**src/hw/ulm_pkg.sv**
```systemverilog
// Contract
// - receive trigger from fifo_control bits 7:6: 1, 4, 8 or 14 characters.
// - receive data interrupt when receive fifo count reaches the trigger level.
// - transmit trigger from fifo_control bits 5:4 when enhanced: 4, 8 or 14; 0 leaves bits 7:6 in charge.
// - one shared trigger selection; the latest written selection governs both directions.
// - line_format_control bits 1:0 pick 5, 6, 7 or 8 data bits.
// - bit 2 gives 1.5 stop bits for 5-bit characters, else two.
// - parity enable adds a transmit parity bit and checks receive parity.
// - unforced parity is odd when even-select is 0, even when 1.
// - forced parity is 1 when even-select is 0, 0 when 1.
// - break bit holds the serial output low, outside loopback, until software clears it.
// - bit 7 steers shared addresses to the baud divisor latches.
// - modem_output_control bit 0 drives terminal-ready output low when set, outside loopback.
// - bit 1 drives request-to-send output low when set, outside loopback.
// - bit 4 enables loopback; bit 2 supplies the internal ring indicator.
// - bit 3 enables the interrupt pin driver, and drives user_output_two inversely.
// - xon-any lets any received character except an XOFF under software flow control resume a halted transmitter.
// - infrared mode encodes and decodes the line; idle encoded output is low.
// - prescaler bit divides the input clock by four before the baud divider.
// - overrun interrupts at once; parity error when its character is at the head.
// - data-ready status is set while any received character is held.
// - full receive fifo flags overrun and keeps the new character out.
// - parity error status follows the character at the receive head.
// - transmit interrupt while transmit fifo count is below the trigger level.
package ulm_pkg;
  localparam logic [7:0] ULM_A_DATA = 8'h00;
  localparam logic [7:0] ULM_A_IER = 8'h04;
  localparam logic [7:0] ULM_A_FIFO = 8'h08;
  localparam logic [7:0] ULM_A_LCR = 8'h0c;
  localparam logic [7:0] ULM_A_MCR = 8'h10;
  localparam logic [7:0] ULM_A_LSR = 8'h14;
  localparam logic [7:0] ULM_A_EFR = 8'h18;
  localparam logic [7:0] ULM_A_LOOP = 8'h1c;
  localparam int ULM_FC_EN = 0;
  localparam int ULM_FC_RXRST = 1;
  localparam int ULM_FC_TXRST = 2;
  localparam int ULM_LCR_STOP = 2;
  localparam int ULM_LCR_PEN = 3;
  localparam int ULM_LCR_EVEN = 4;
  localparam int ULM_LCR_FORCE = 5;
  localparam int ULM_LCR_BRK = 6;
  localparam int ULM_LCR_DLAB = 7;
  localparam int ULM_MCR_DTR = 0;
  localparam int ULM_MCR_RTS = 1;
  localparam int ULM_MCR_OP1 = 2;
  localparam int ULM_MCR_INTEN = 3;
  localparam int ULM_MCR_LOOP = 4;
  localparam int ULM_MCR_XANY = 5;
  localparam int ULM_MCR_IR = 6;
  localparam int ULM_MCR_PRE = 7;
  localparam int ULM_IER_RX = 0;
  localparam int ULM_IER_TX = 1;
  localparam int ULM_IER_LS = 2;
  localparam int ULM_EFR_SWFC = 3;
  localparam int ULM_EFR_ENH = 4;
  localparam logic [4:0] ULM_TRIG0 = 5'h01;
  localparam logic [4:0] ULM_TRIG1 = 5'h04;
  localparam logic [4:0] ULM_TRIG2 = 5'h08;
  localparam logic [4:0] ULM_TRIG3 = 5'h0e;
  localparam logic [3:0] ULM_ISR_LS = 4'h6;
  localparam logic [3:0] ULM_ISR_RX = 4'h4;
  localparam logic [3:0] ULM_ISR_TX = 4'h2;
  localparam logic [3:0] ULM_ISR_NONE = 4'h1;
  localparam logic [7:0] ULM_XON = 8'h11;
  localparam logic [7:0] ULM_XOFF = 8'h13;
  localparam int ULM_DEPTH = 16;
  localparam int ULM_OSR = 16;
  localparam int ULM_MID = 8;
  localparam int ULM_IR_PULSE = 3;
  localparam int ULM_PRE_DIV = 4;
  typedef enum logic [2:0] {ULM_IDLE, ULM_START, ULM_DATA, ULM_PAR, ULM_STOP} ulm_ph_t;
endpackage

```
**src/hw/ulm_uart.sv**
```systemverilog
// The APB register port and the placing of the registers are this design's own decisions.
`timescale 1ns/1ps
module ulm_uart #(
  parameter int DEPTH = ulm_pkg::ULM_DEPTH,
  parameter int OSR = ulm_pkg::ULM_OSR
) (
  // clock, reset, enable
  input wire logic clk_sys_i,
  input wire logic srst_i,
  input wire logic ce_i,
  // apb slave
  input wire logic psel_i,
  input wire logic penable_i,
  input wire logic pwrite_i,
  input wire logic [7:0] paddr_i,
  input wire logic [31:0] pwdata_i,
  output logic [31:0] prdata_o,
  output logic pready_o,
  output logic pslverr_o,
  // serial line and modem outputs
  input wire logic rx_i,
  output logic tx_o,
  output logic dtr_n_o,
  output logic rts_n_o,
  // interrupt pin
  output logic int_o,
  output logic int_oe_o
);
  localparam int AW = $clog2(DEPTH);
  localparam int CW = AW + 1;

  typedef struct packed {
    logic [7:0] ier;
    logic [7:0] line_format_control;
    logic [7:0] modem_output_control;
    logic [7:0] enhanced_feature_reg;
    logic [7:0] dll;
    logic [7:0] dlm;
    logic [1:0] trig;
    logic fifo_en;
    logic [1:0] pre;
    logic [15:0] bcnt;
    ulm_pkg::ulm_ph_t tx_st;
    logic [7:0] tx_sh;
    logic [5:0] tx_tk;
    logic [2:0] tx_bit;
    logic tx_line;
    logic tx_par;
    ulm_pkg::ulm_ph_t rx_st;
    logic [7:0] rx_sh;
    logic [5:0] rx_tk;
    logic [2:0] rx_bit;
    logic rx_par;
    logic rx_pe;
    logic [DEPTH-1:0][7:0] txf;
    logic [AW-1:0] tx_wp;
    logic [AW-1:0] tx_rp;
    logic [CW-1:0] tx_cnt;
    logic [DEPTH-1:0][8:0] rxf;
    logic [AW-1:0] rx_wp;
    logic [AW-1:0] rx_rp;
    logic [CW-1:0] rx_cnt;
    logic ovr;
    logic halt;
    logic [5:0] ir_hold;
    logic s1;
    logic s2;
    logic s3;
    logic rxd;
    logic [31:0] rdata;
  } ulm_st_t;

  ulm_st_t s;
  ulm_st_t n;
  logic acc, wr, rd, dlab, enh, loop, ir, brk, swfc, tick, pre_ok, dr;
  logic mapped, lsr_rd, rxrst, txrst, ovr_set, rx_push, rx_pop, tx_push, tx_pop, char_done;
  logic rx_in, ir_tx, lsr_int, rx_int, tx_int;
  logic [2:0] wl;
  logic [5:0] tx_last;
  logic [7:0] rx_char;
  logic [7:0] line_status;
  logic [8:0] head;
  logic [15:0] div;
  logic [CW-1:0] trig_lvl;
  logic [31:0] rmux;

  function automatic logic par_bit(input logic [7:0] line_format_control, input logic x);
    if (line_format_control[ulm_pkg::ULM_LCR_FORCE]) begin
      par_bit = ~line_format_control[ulm_pkg::ULM_LCR_EVEN];
    end else begin
      par_bit = line_format_control[ulm_pkg::ULM_LCR_EVEN] ? x : ~x;
    end
  endfunction

  function automatic logic [CW-1:0] trig_of(input logic [1:0] sel);
    case (sel)
      2'h0: trig_of = CW'(ulm_pkg::ULM_TRIG0);
      2'h1: trig_of = CW'(ulm_pkg::ULM_TRIG1);
      2'h2: trig_of = CW'(ulm_pkg::ULM_TRIG2);
      default: trig_of = CW'(ulm_pkg::ULM_TRIG3);
    endcase
  endfunction

  assign acc = psel_i & penable_i & ce_i;
  assign wr = acc & pwrite_i;
  assign rd = acc & ~pwrite_i;
  assign dlab = s.line_format_control[ulm_pkg::ULM_LCR_DLAB];
  assign enh = s.enhanced_feature_reg[ulm_pkg::ULM_EFR_ENH];
  assign loop = s.modem_output_control[ulm_pkg::ULM_MCR_LOOP];
  assign ir = s.modem_output_control[ulm_pkg::ULM_MCR_IR];
  assign brk = s.line_format_control[ulm_pkg::ULM_LCR_BRK];
  assign swfc = enh & s.enhanced_feature_reg[ulm_pkg::ULM_EFR_SWFC];
  assign div = {s.dlm, s.dll};
  assign pre_ok = ~s.modem_output_control[ulm_pkg::ULM_MCR_PRE] | (s.pre == 2'(ulm_pkg::ULM_PRE_DIV - 1));
  assign tick = pre_ok & (s.bcnt == 16'h0000);
  assign wl = 3'h4 + {1'b0, s.line_format_control[1:0]};
  assign tx_last = (s.tx_st != ulm_pkg::ULM_STOP || !s.line_format_control[ulm_pkg::ULM_LCR_STOP]) ? 6'(OSR - 1) :
                   (s.line_format_control[1:0] == 2'h0) ? 6'(OSR + OSR / 2 - 1) : 6'(2 * OSR - 1);
  assign rx_char = s.rx_sh >> (3'h7 - wl);
  assign head = s.rxf[s.rx_rp];
  assign dr = (s.rx_cnt != '0);
  assign line_status = {1'b0, (s.tx_cnt == '0) && (s.tx_st == ulm_pkg::ULM_IDLE), s.tx_cnt == '0, 2'h0,
                head[8] & dr, s.ovr, dr};
  assign trig_lvl = trig_of(s.trig);
  assign rx_in = loop ? (s.tx_line & ~brk) : ir ? (s.ir_hold == 6'h00) : s.rxd;
  assign ir_tx = (s.tx_st != ulm_pkg::ULM_IDLE) & ~s.tx_line & (s.tx_tk < 6'(ulm_pkg::ULM_IR_PULSE));
  assign lsr_int = s.ier[ulm_pkg::ULM_IER_LS] & (s.ovr | (head[8] & dr));
  assign rx_int = s.ier[ulm_pkg::ULM_IER_RX] & (s.rx_cnt >= trig_lvl);
  assign tx_int = s.ier[ulm_pkg::ULM_IER_TX] & (s.tx_cnt < trig_lvl);

  // outputs
  assign pready_o = ce_i;
  assign pslverr_o = acc & ~mapped;
  assign prdata_o = s.rdata;
  assign tx_o = loop | (~brk & (ir ? ir_tx : s.tx_line));
  assign dtr_n_o = loop | ~s.modem_output_control[ulm_pkg::ULM_MCR_DTR];
  assign rts_n_o = loop | ~s.modem_output_control[ulm_pkg::ULM_MCR_RTS];
  assign int_o = lsr_int | rx_int | tx_int;
  assign int_oe_o = s.modem_output_control[ulm_pkg::ULM_MCR_INTEN];

  always_comb begin
    n = s;
    ovr_set = 1'b0;
    rx_push = 1'b0;
    rx_pop = 1'b0;
    tx_push = 1'b0;
    tx_pop = 1'b0;
    char_done = 1'b0;
    lsr_rd = 1'b0;
    rxrst = 1'b0;
    txrst = 1'b0;
    mapped = 1'b1;
    rmux = 32'h0000_0000;
    // read mux and decode
    case (paddr_i)
      ulm_pkg::ULM_A_DATA: rmux[7:0] = dlab ? s.dll : head[7:0];
      ulm_pkg::ULM_A_IER: rmux[7:0] = dlab ? s.dlm : s.ier;
      ulm_pkg::ULM_A_FIFO: begin
        rmux[7:0] = {s.fifo_en, s.fifo_en, 2'h0, lsr_int ? ulm_pkg::ULM_ISR_LS : rx_int ? ulm_pkg::ULM_ISR_RX :
                     tx_int ? ulm_pkg::ULM_ISR_TX : ulm_pkg::ULM_ISR_NONE};
      end
      ulm_pkg::ULM_A_LCR: rmux[7:0] = s.line_format_control;
      ulm_pkg::ULM_A_MCR: rmux[7:0] = s.modem_output_control;
      ulm_pkg::ULM_A_LSR: rmux[7:0] = line_status;
      ulm_pkg::ULM_A_EFR: rmux[7:0] = s.enhanced_feature_reg;
      ulm_pkg::ULM_A_LOOP: rmux[1:0] = {~s.modem_output_control[ulm_pkg::ULM_MCR_INTEN], loop & s.modem_output_control[ulm_pkg::ULM_MCR_OP1]};
      default: mapped = 1'b0;
    endcase
    if (psel_i && !penable_i) begin
      n.rdata = rmux;
    end
    // input synchroniser and filter
    n.s1 = rx_i;
    n.s2 = s.s1;
    n.s3 = s.s2;
    if (s.s2 == s.s3) begin
      n.rxd = s.s3;
    end
    // infrared pulse decoder
    if (s.rxd) begin
      n.ir_hold = 6'(OSR);
    end else if (tick && s.ir_hold != 6'h00) begin
      n.ir_hold = s.ir_hold - 6'h01;
    end
    // prescaler and baud divider
    n.pre = s.pre + 2'h1;
    if (pre_ok) begin
      if (tick) begin
        n.bcnt = (div == 16'h0000) ? 16'h0000 : div - 16'h0001;
      end else begin
        n.bcnt = s.bcnt - 16'h0001;
      end
    end
    // register writes
    if (wr) begin
      case (paddr_i)
        ulm_pkg::ULM_A_DATA: begin
          if (dlab) begin
            n.dll = pwdata_i[7:0];
          end else if (s.tx_cnt != CW'(DEPTH)) begin
            tx_push = 1'b1;
          end
        end
        ulm_pkg::ULM_A_IER: begin
          if (dlab) begin
            n.dlm = pwdata_i[7:0];
          end else begin
            n.ier = pwdata_i[7:0];
          end
        end
        ulm_pkg::ULM_A_FIFO: begin
          n.fifo_en = pwdata_i[ulm_pkg::ULM_FC_EN];
          if (pwdata_i[ulm_pkg::ULM_FC_EN]) begin
            rxrst = pwdata_i[ulm_pkg::ULM_FC_RXRST];
            txrst = pwdata_i[ulm_pkg::ULM_FC_TXRST];
            if (enh && pwdata_i[5:4] != 2'h0) begin
              n.trig = pwdata_i[5:4];
            end else begin
              n.trig = pwdata_i[7:6];
            end
          end
        end
        ulm_pkg::ULM_A_LCR: n.line_format_control = pwdata_i[7:0];
        ulm_pkg::ULM_A_MCR: n.modem_output_control = enh ? pwdata_i[7:0] : {s.modem_output_control[7:5], pwdata_i[4:0]};
        ulm_pkg::ULM_A_EFR: n.enhanced_feature_reg = pwdata_i[7:0];
        default: ;
      endcase
    end
    // transmitter
    if (tick) begin
      case (s.tx_st)
        ulm_pkg::ULM_IDLE: begin
          n.tx_line = 1'b1;
          if (s.tx_cnt != '0 && !s.halt) begin
            tx_pop = 1'b1;
            n.tx_sh = s.txf[s.tx_rp];
            n.tx_st = ulm_pkg::ULM_START;
            n.tx_tk = 6'h00;
            n.tx_line = 1'b0;
            n.tx_par = 1'b0;
          end
        end
        ulm_pkg::ULM_START, ulm_pkg::ULM_DATA, ulm_pkg::ULM_PAR, ulm_pkg::ULM_STOP: begin
          n.tx_tk = s.tx_tk + 6'h01;
          if (s.tx_tk == tx_last) begin
            n.tx_tk = 6'h00;
            case (s.tx_st)
              ulm_pkg::ULM_START: begin
                n.tx_st = ulm_pkg::ULM_DATA;
                n.tx_bit = 3'h0;
                n.tx_line = s.tx_sh[0];
              end
              ulm_pkg::ULM_DATA: begin
                n.tx_par = s.tx_par ^ s.tx_sh[0];
                n.tx_sh = {1'b0, s.tx_sh[7:1]};
                if (s.tx_bit == wl) begin
                  if (s.line_format_control[ulm_pkg::ULM_LCR_PEN]) begin
                    n.tx_st = ulm_pkg::ULM_PAR;
                    n.tx_line = par_bit(s.line_format_control, s.tx_par ^ s.tx_sh[0]);
                  end else begin
                    n.tx_st = ulm_pkg::ULM_STOP;
                    n.tx_line = 1'b1;
                  end
                end else begin
                  n.tx_bit = s.tx_bit + 3'h1;
                  n.tx_line = s.tx_sh[1];
                end
              end
              ulm_pkg::ULM_PAR: begin
                n.tx_st = ulm_pkg::ULM_STOP;
                n.tx_line = 1'b1;
              end
              default: n.tx_st = ulm_pkg::ULM_IDLE;
            endcase
          end
        end
        default: n.tx_st = ulm_pkg::ULM_IDLE;
      endcase
    end
    // receiver
    if (tick) begin
      case (s.rx_st)
        ulm_pkg::ULM_IDLE: begin
          if (!rx_in) begin
            n.rx_st = ulm_pkg::ULM_START;
            n.rx_tk = 6'h00;
          end
        end
        ulm_pkg::ULM_START: begin
          n.rx_tk = s.rx_tk + 6'h01;
          if (s.rx_tk == 6'(OSR / 2 - 1)) begin
            n.rx_tk = 6'h00;
            n.rx_bit = 3'h0;
            n.rx_par = 1'b0;
            n.rx_pe = 1'b0;
            n.rx_st = rx_in ? ulm_pkg::ULM_IDLE : ulm_pkg::ULM_DATA;
          end
        end
        ulm_pkg::ULM_DATA, ulm_pkg::ULM_PAR, ulm_pkg::ULM_STOP: begin
          n.rx_tk = s.rx_tk + 6'h01;
          if (s.rx_tk == 6'(OSR - 1)) begin
            n.rx_tk = 6'h00;
            case (s.rx_st)
              ulm_pkg::ULM_DATA: begin
                n.rx_sh = {rx_in, s.rx_sh[7:1]};
                n.rx_par = s.rx_par ^ rx_in;
                n.rx_bit = s.rx_bit + 3'h1;
                if (s.rx_bit == wl) begin
                  n.rx_st = s.line_format_control[ulm_pkg::ULM_LCR_PEN] ? ulm_pkg::ULM_PAR : ulm_pkg::ULM_STOP;
                end
              end
              ulm_pkg::ULM_PAR: begin
                n.rx_pe = (rx_in != par_bit(s.line_format_control, s.rx_par));
                n.rx_st = ulm_pkg::ULM_STOP;
              end
              default: begin
                n.rx_st = ulm_pkg::ULM_IDLE;
                char_done = 1'b1;
              end
            endcase
          end
        end
        default: n.rx_st = ulm_pkg::ULM_IDLE;
      endcase
    end
    // completed character
    if (char_done) begin
      if (enh && s.modem_output_control[ulm_pkg::ULM_MCR_XANY]) begin
        n.halt = 1'b0;
      end
      if (swfc && rx_char == ulm_pkg::ULM_XOFF) begin
        n.halt = 1'b1;
      end else if (swfc && rx_char == ulm_pkg::ULM_XON) begin
        n.halt = 1'b0;
      end else if (s.rx_cnt == CW'(DEPTH)) begin
        ovr_set = 1'b1;
      end else begin
        rx_push = 1'b1;
      end
    end
    // reads with side effects
    if (rd && paddr_i == ulm_pkg::ULM_A_DATA && !dlab && dr) begin
      rx_pop = 1'b1;
    end
    if (rd && paddr_i == ulm_pkg::ULM_A_LSR) begin
      lsr_rd = 1'b1;
    end
    n.ovr = ovr_set | (s.ovr & ~lsr_rd);
    // fifo pointers
    if (tx_push) begin
      n.txf[s.tx_wp] = pwdata_i[7:0];
      n.tx_wp = s.tx_wp + AW'(1);
    end
    if (tx_pop) begin
      n.tx_rp = s.tx_rp + AW'(1);
    end
    n.tx_cnt = s.tx_cnt + CW'(tx_push) - CW'(tx_pop);
    if (rx_push) begin
      n.rxf[s.rx_wp] = {s.rx_pe, rx_char};
      n.rx_wp = s.rx_wp + AW'(1);
    end
    if (rx_pop) begin
      n.rx_rp = s.rx_rp + AW'(1);
    end
    n.rx_cnt = s.rx_cnt + CW'(rx_push) - CW'(rx_pop);
    if (txrst) begin
      n.tx_wp = '0;
      n.tx_rp = '0;
      n.tx_cnt = '0;
    end
    if (rxrst) begin
      n.rx_wp = '0;
      n.rx_rp = '0;
      n.rx_cnt = '0;
    end
  end

  always_ff @(posedge clk_sys_i) begin
    if (srst_i) begin
      s <= '0;
      s.tx_line <= 1'b1;
      s.s1 <= 1'b1;
      s.s2 <= 1'b1;
      s.s3 <= 1'b1;
      s.rxd <= 1'b1;
    end else if (ce_i) begin
      s <= n;
    end
  end

  // trigger level rebuilt from the table for the interrupt checks
  logic [CW-1:0] exp_lvl;
  assign exp_lvl = (s.trig == 2'h0) ? CW'(ulm_pkg::ULM_TRIG0) : (s.trig == 2'h1) ? CW'(ulm_pkg::ULM_TRIG1) :
                   (s.trig == 2'h2) ? CW'(ulm_pkg::ULM_TRIG2) : CW'(ulm_pkg::ULM_TRIG3);
endmodule

```
**config.mk**
```make
export PLATFORM = sky130hd
export DESIGN_NAME = ulm_uart
export DESIGN_NICKNAME = d
export VERILOG_FILES = /design/src/hw/ulm_pkg.sv /design/src/hw/ulm_uart.sv
export SDC_FILE = /design/constraint.sdc
export NUM_CORES = 1
export LEC_CHECK = 0
export ABC_AREA = 1
export BUFFER_PORTS_ARGS = -buffer_cell sky130_fd_sc_hd__clkbuf_2
export CAP_MARGIN = 20
export CORE_MARGIN = 8
export CORE_UTILIZATION = 56
export DETAILED_ROUTE_END_ITERATION = 8
export GPL_TIMING_DRIVEN = 1
export PLACE_DENSITY = 0.8
export RECOVER_POWER = 50
export SLEW_MARGIN = 10
export SYNTH_ARGS = -nofsm -noshare
export SYNTH_HDL_FRONTEND = slang
export SYNTH_SLANG_ARGS = --single-unit
export TNS_END_PERCENT = 20
```
**constraint.sdc**
```tcl
create_clock -name clk_sys_i -period 3 [get_ports clk_sys_i]
set_clock_uncertainty 0.1 [all_clocks]
set_input_delay 0.45 -clock clk_sys_i [delete_from_list [all_inputs] [get_ports clk_sys_i]]
set_output_delay 0.45 -clock clk_sys_i [all_outputs]
set_load 0.005 [all_outputs]
```
==> impl_metrics.json, run 1 <==
{
  "run_status": "finished with violations",
  "violations": "negative setup slack",
  "p_sw_mw": 3.02,
  "clk_pin_slew_ns": 0.06,
  "insertion_delay_ns": 0.61,
  "synth_top_family_by_area": "compound AO/OA/AOI/OAI gates",
  "synth-seq-area-share_pct": 39.8,
  "p_comb_share_pct": 7.4,
  "ir_drop_uv": 522,
  "synthArstFlopShare_pct": 0,
  "io_buffers": 37,
  "yosysUniqueCellTypes": 56,
  "ys_seq_elements": 431,
  "final_cell_mix": "o21ai_0 (485), dfxtp_1 (422), a21oi_1 (408)",
  "drv_cap": 0,
  "p_int_mw": 9.23,
  "power_density_nw_per_um2": 503,
  "gp_congestion": 0.910,
  "cp.required_ns": 3.42,
  "synth_compound_area_share_pct": 24.3,
  "viasPerCell": 5.72,
  "grtUsageTotal_pct": 27.2,
  "cts-buffers-inserted": 46,
  "crit_path_cell_trace": "inv_2 > ha_4 > nand3_4 > nor3_4 > nand2_4 > nor3_4 > nand2_2 > ha_4 > inv_2 > ha_4 > fa_2 > nand2_2 > a21oi_2 > or2_4 > o21ai_2 > a21oi_2 > or2_4 > a21oi_2",
  "total_leakage_power_nw": 9.98,
  "synth-xor-area-share_pct": 1.33,
  "die_y_um": 213,
  "worst_slack_ns": -0.153,
  "drc": 0,
  "synthTopCellsByArea": "dfxtp_1 (40%), o21ai_0 (11%), a21oi_1 (9.5%), nand2_1 (7.1%), nor2_1 (6.6%)",
  "worst_pin_slew_ns": 0.818,
  "grt_pass1_vias": 20100,
  "area_growth_pct": 12.4,
  "layout_worst_path_cycle_share_pct": 105,
  "antenna_found_initial": 0,
  "swShare_pct": 24.6,
  "cp-start-kind": "flop",
  "fmax_mhz": 317,
  "slew_headroom_pct": 45.2,
  "htree_levels": 2,
  "die_w_um": 213,
  "synthSimpleGateAreaFrac_pct": 20.7,
  "dieArea_um2": 45200,
  "cts.sinks": 431,
  "nFillCells": 3358,
  "syn_area_um2": 21700,
  "fin_util_pct": 63.4,
  "layoutNonFillerInstCount": 3723,
  "cts_tree": "done",
  "crit_family": "simple AND/OR/NAND/NOR gates",
  "final_hold_viol_count": 0,
  "synthAdderAreaFrac_pct": 2.44,
  "endpoint_kind": "flop",
  "yosysTopAreaCell": "dfxtp_1",
  "dp_cells": 3641,
  "initial_core_util_pct": 56.4,
  "cp.arrival_ns": 3.57,
  "yosysTopAreaCellShare_pct": 39.8,
  "synth_cells": 3141,
  "rsz0062_at_grt": "yes",
  "vias": 21300,
  "ys_warn_count": 0,
  "hpwl_um": 42400,
  "max_stage_delay_ns": 0.36,
  "nNetsFinal": 3263,
  "finalSetupViolations": 2,
  "postRouteAntennaNets": 0,
  "grt_max_degree": 94,
  "rows": 72,
  "crit_type": "reg -> reg",
  "crit_fanout": 3,
  "drt_iter0_drc": 2124,
  "synth_mux_area_share_pct": 0.0635,
  "synth-edff-count": 0,
  "top_level_ports": 86,
  "grt_overflow_total": 0,
  "syn_area_per_cell_um2": 6.90,
  "cpMaxStageDelayCell": "fa_2",
  "p_clk_share_pct": 45.1,
  "hold_path.class": "in -> reg",
  "period_needed_ns": 3.15,
  "grt_pass1_wl_um": 101000,
  "final-max-slew-violation-count": 0,
  "synthFlopType": "dfxtp_1",
  "cts_max_path_buffers": 3,
  "root_buffer": "clkbuf_16",
  "drive_gt1_share_pct": 10.7,
  "drt-total-wl_um": 63200,
  "drtPass1Iterations": 7,
  "mostFrequentLayoutCell": "o21ai_0",
  "p_seq_share_pct": 47.5,
  "crit_buf_inv": 2,
  "core-area_um2": 38400,
  "antennaDiodeCount": 0,
  "wl_per_cell_um": 17.0
}
==> per-layer routing <==
metal / GRT usage [%] / vias to the layer above / routed length [um] / share of wire (%)
met2: 47.1 / 935 / 30400 / 48
met5: 0 / - / 0 / 0
met3: 4.02 / 224 / 5030 / 8.0
li1: - / 10300 / - / -
met1: 33.1 / 9836 / 24800 / 39
met4: 12.6 / 0 / 2910 / 4.6
==> worst min-delay path: stages <==
cell      delay (ns)
clkbuf_2        0.12
o31ai_1         0.08
a21oi_1         0.15
==> power groups by stage <==
stage / Clock [mW] / Sequential [mW] / Combinational [mW]
after CTS: 5.58 / 5.81 / 0.877
after detailed placement: 0 / 5.94 / 0.844
after floorplan: 0 / 5.94 / 0.575
after global placement: 0 / 5.93 / 0.816
after global routing: 5.80 / 5.82 / 1.01
final: 5.53 / 5.81 / 0.907
==> synth_stat cells, types with 8 or more instances <==
cell type	number
xor2_1	29
nand3_1	117
o21ai_0	486
inv_2	12
o211ai_1	38
buf_1	8
inv_4	15
clkbuf_1	133
nand4_1	22
nand2_1	407
dfxtp_1	431
buf_4	36
a211oi_1	15
nor3_1	41
buf_2	15
a21oi_1	412
ha_1	39
o21ai_1	23
inv_1	380
nor2_1	381
nand2_4	16
==> logic make-up after synthesis <==
logic type,Yosys count
AO/OA/AOI/OAI,1005
XOR/XNOR,33
adder cells (fa/ha/maj),41
buffers and inverters,604
flip-flops,431
multiplexers,1
other,1
AND/OR/NAND/NOR,1025
==> final cells by class <==
type	instances	area [um^2]	share of cell area [%]
repair buffers	156	1190	4.90
multi-input cells	2129	10800	44.5
well taps	518	648	2.66
flip-flops and latches	431	8640	35.5
clock inverters	9	90.1	0.370
clock buffers	69	1360	5.58
inverters	411	1590	6.54
==> worst paths after layout <==
kind / slack [ns] / cells past startpoint / to / start
worst min-delay path: 0.17 / 3 / line_status[1] / pwrite_i
worst max-delay path: -0.15 / 18 / s[48] / s[386]
worst min register to register: 0.34 / 2 / s[230] / s[230]
worst max register to register: -0.15 / 18 / s[48] / s[386]
==> metrics by stage <==
step / hold slack, ns / TNS (ns) / power [mW] / setup WS (ns) / instance area [um^2]
2_1_floorplan: 0.324 / -0.0232 / 6.51 / -0.0232 / 21800
3_3_place_gp: 0.330 / -0.537 / 6.75 / -0.280 / 22700
3_5_place_dp: 0.334 / -0.657 / 6.78 / -0.338 / 22700
4_1_cts: 0.132 / -0.0650 / 12.3 / -0.0650 / 24300
5_1_grt: 0.151 / -0.600 / 12.6 / -0.287 / 24300
6_report: 0.167 / -0.162 / 12.2 / -0.153 / 24300
==> registers in the layout, indices dropped and copies added (netlist names) <==
name	cells
line_status	1
enh	1
prdata_o	8
dlab	1
n	2
s	398
div	16
int_oe_o	1
loop	1
brk	1
ir	1
==> what timing repair did <==
item,CTS,global route
hold endpoints to repair,1,0
setup buffers,2,1
pin swaps,13,7
hold buffers,1,0
resized for setup,25,14
setup endpoints to repair,4,4
Power figures use the tool's default switching activity.
==> run 2, diff against run 1 <==
--- a/config.mk
+++ b/config.mk
@@ -11,7 +11,7 @@
 export CORE_MARGIN = 8
 export CORE_UTILIZATION = 56
 export DETAILED_ROUTE_END_ITERATION = 8
-export GPL_TIMING_DRIVEN = 1
+export GPL_TIMING_DRIVEN = 0
 export PLACE_DENSITY = 0.8
 export RECOVER_POWER = 50
 export SLEW_MARGIN = 10
==> run 2 against run 1 <==
Critical endpoint unchanged. The flow still finishes with violations (negative setup slack). First-iteration DRC count grew 28%. Hold slack got worse by 0.042 ns. Sequential cell count unchanged. Clock power increased by 6.5%.
==> impl_metrics.json, run 2 (synthesized netlist as in run 1, its figures left out) <==
{
  "run_status": "finished with violations",
  "violations": "negative setup slack",
  "rr_startpoint": "s[387]",
  "grtUsageTotal_pct": 31.4,
  "clk_pin_slew_ns": 0.06,
  "layout_worst_path_cycle_share_pct": 107,
  "rows": 72,
  "cts_tree": "done",
  "period_needed_ns": 3.22,
  "antenna_found_initial": 0,
  "ir_drop_uv": 535,
  "total_leakage_power_nw": 10.0,
  "ff2ff_setup_slack_ns": -0.22,
  "root_buffer": "clkbuf_16",
  "crit_fanout": 3,
  "p_sw_mw": 3.06,
  "swShare_pct": 24.3,
  "antennaDiodeCount": 0,
  "mostFrequentLayoutCell": "o21ai_0",
  "vias": 22300,
  "final_cell_mix": "o21ai_0 (475), dfxtp_1 (425), a21oi_1 (403)",
  "cp.arrival_ns": 3.64,
  "cp-start-kind": "flop",
  "worst_pin_slew_ns": 1.43,
  "drt-total-wl_um": 73200,
  "startpoint": "s[387]",
  "final_hold_viol_count": 0,
  "worst_slack_ns": -0.218,
  "wl_per_cell_um": 19.1,
  "final_area_um2": 24700,
  "htree_levels": 2,
  "core-area_um2": 38400,
  "area_growth_pct": 14.1,
  "viasPerCell": 5.81,
  "drtPass1Iterations": 6,
  "die_y_um": 213,
  "rsz0062_at_grt": "yes",
  "fmax_mhz": 311,
  "power_density_nw_per_um2": 511,
  "p_comb_share_pct": 7.2,
  "drc": 0,
  "gp_congestion": 0.983,
  "fin_util_pct": 64.4,
  "top_level_ports": 86,
  "dieArea_um2": 45200,
  "worstReg2RegEnd": "s[48]",
  "final-max-slew-violation-count": 0,
  "drv_cap": 0,
  "p_clk_share_pct": 46.7,
  "grt_pass1_vias": 21000,
  "drive_gt1_share_pct": 9.87,
  "hold_path.class": "in -> reg",
  "drt_iter0_drc": 2727,
  "p_seq_share_pct": 46.2,
  "regMostFlops": "s",
  "grt_overflow_total": 0,
  "grt_pass1_wl_um": 112000,
  "crit_type": "reg -> reg",
  "critPathCapture": "s[48]",
  "tns_ns": -0.610,
  "finalSetupViolations": 6,
  "endpoint_kind": "flop",
  "hpwl_um": 52300,
  "initial_core_util_pct": 56.4,
  "layoutNonFillerInstCount": 3832,
  "postRouteAntennaNets": 0,
  "cts.sinks": 431,
  "cts-buffers-inserted": 46,
  "largest_register_ffs": 398,
  "nNetsFinal": 3367,
  "p_int_mw": 9.55,
  "die_w_um": 213,
  "io_buffers": 35,
  "dpl_cell_area_um2": 22600,
  "grt_max_degree": 14,
  "nFillCells": 3500,
  "dp_cells": 3717,
  "cp.required_ns": 3.42,
  "finalPower_mw": 12.6,
  "slew_headroom_pct": 4.31,
  "insertion_delay_ns": 0.59,
  "cts_max_path_buffers": 3,
  "r2r.worst_path.cells": 18
}
run 2: changes by cell type in the layout (fill, tap and decap cells not counted), moves of 6 or more:
cell / delta
buf_1: +8
clkbuf_1: +123
o21ai_1: +9
buf_4: -49
clkbuf_2: +6
buf_2: +15
o21ai_0: -10
run 2: timing repair:
action                                  4_1_cts  5_1_grt
endpoints found under the setup margin        7      164
resized for setup                            35       58
hold buffers                                  1        0
hold endpoints to repair                      1        0
cloned                                        0        1
pin swaps                                    19       14
buffers inserted                             21       14
run 2: power by group through the flow:
stage | registers (mW) | logic (mW) | clock network (mW)
floorplan | 5.94 | 0.575 | 0
global placement | 5.94 | 0.790 | 0
detailed placement | 5.95 | 0.814 | 0
CTS | 5.82 | 0.842 | 5.91
global route | 5.83 | 0.997 | 6.14
finish | 5.82 | 0.907 | 5.89
run 2: worst max-delay path: stages, from the launching register on:
cell	delay, ns
dfxtp_2	0.33
inv_2	0.08
ha_4	0.15
nand3_2	0.09
nor3_2	0.19
nand2_2	0.16
nor3_4	0.21
nand2_2	0.10
ha_4	0.27
inv_2	0.04
ha_4	0.15
fa_2	0.37
nand2_2	0.09
a21oi_2	0.06
or2_4	0.24
o21ai_2	0.12
a21oi_2	0.05
or2_4	0.23
a21oi_2	0.12
run 2: worst min path at each step:
stage,cells past startpoint,to,slack (ns),startpoint
2_1_floorplan,2,s[214],0.32,s[214]
3_3_place_gp,2,s[267],0.33,s[267]
3_5_place_dp,2,s[280],0.34,s[280]
4_1_cts,3,s[405],0.1,pwdata_i[4]
5_1_grt,3,s[405],0.13,pwdata_i[4]
6_report,3,s[405],0.13,pwdata_i[4]
run 2: final cells by class:
class / count / area [um^2] / share of cell area, %
Multi-Input combinational cell: 2130 / 10900 / 44.2
Sequential cell: 431 / 8640 / 34.9
Inverter: 411 / 1600 / 6.48
Clock buffer: 72 / 1410 / 5.72
Buffer: 193 / 928 / 3.76
Tap cell: 518 / 648 / 2.62
Timing Repair Buffer: 66 / 439 / 1.78
Clock inverter: 11 / 133 / 0.537
run 2: through the flow:
stage | setup WS [ns] | hold WS [ns]
2_1_floorplan | -0.0232 | 0.324
3_3_place_gp | -0.592 | 0.331
3_5_place_dp | -0.656 | 0.335
4_1_cts | -0.206 | 0.0970
5_1_grt | -0.335 | 0.129
6_report | -0.218 | 0.126
run 2: routing by layer:
layer  track usage (%)  up-vias  wire (um)
met5                 0        -          0
met4              18.5        0       4330
met3              6.37      291       6890
met2              50.3     1175      32800
met1              38.8    10300      29100
li1                  -    10600          -
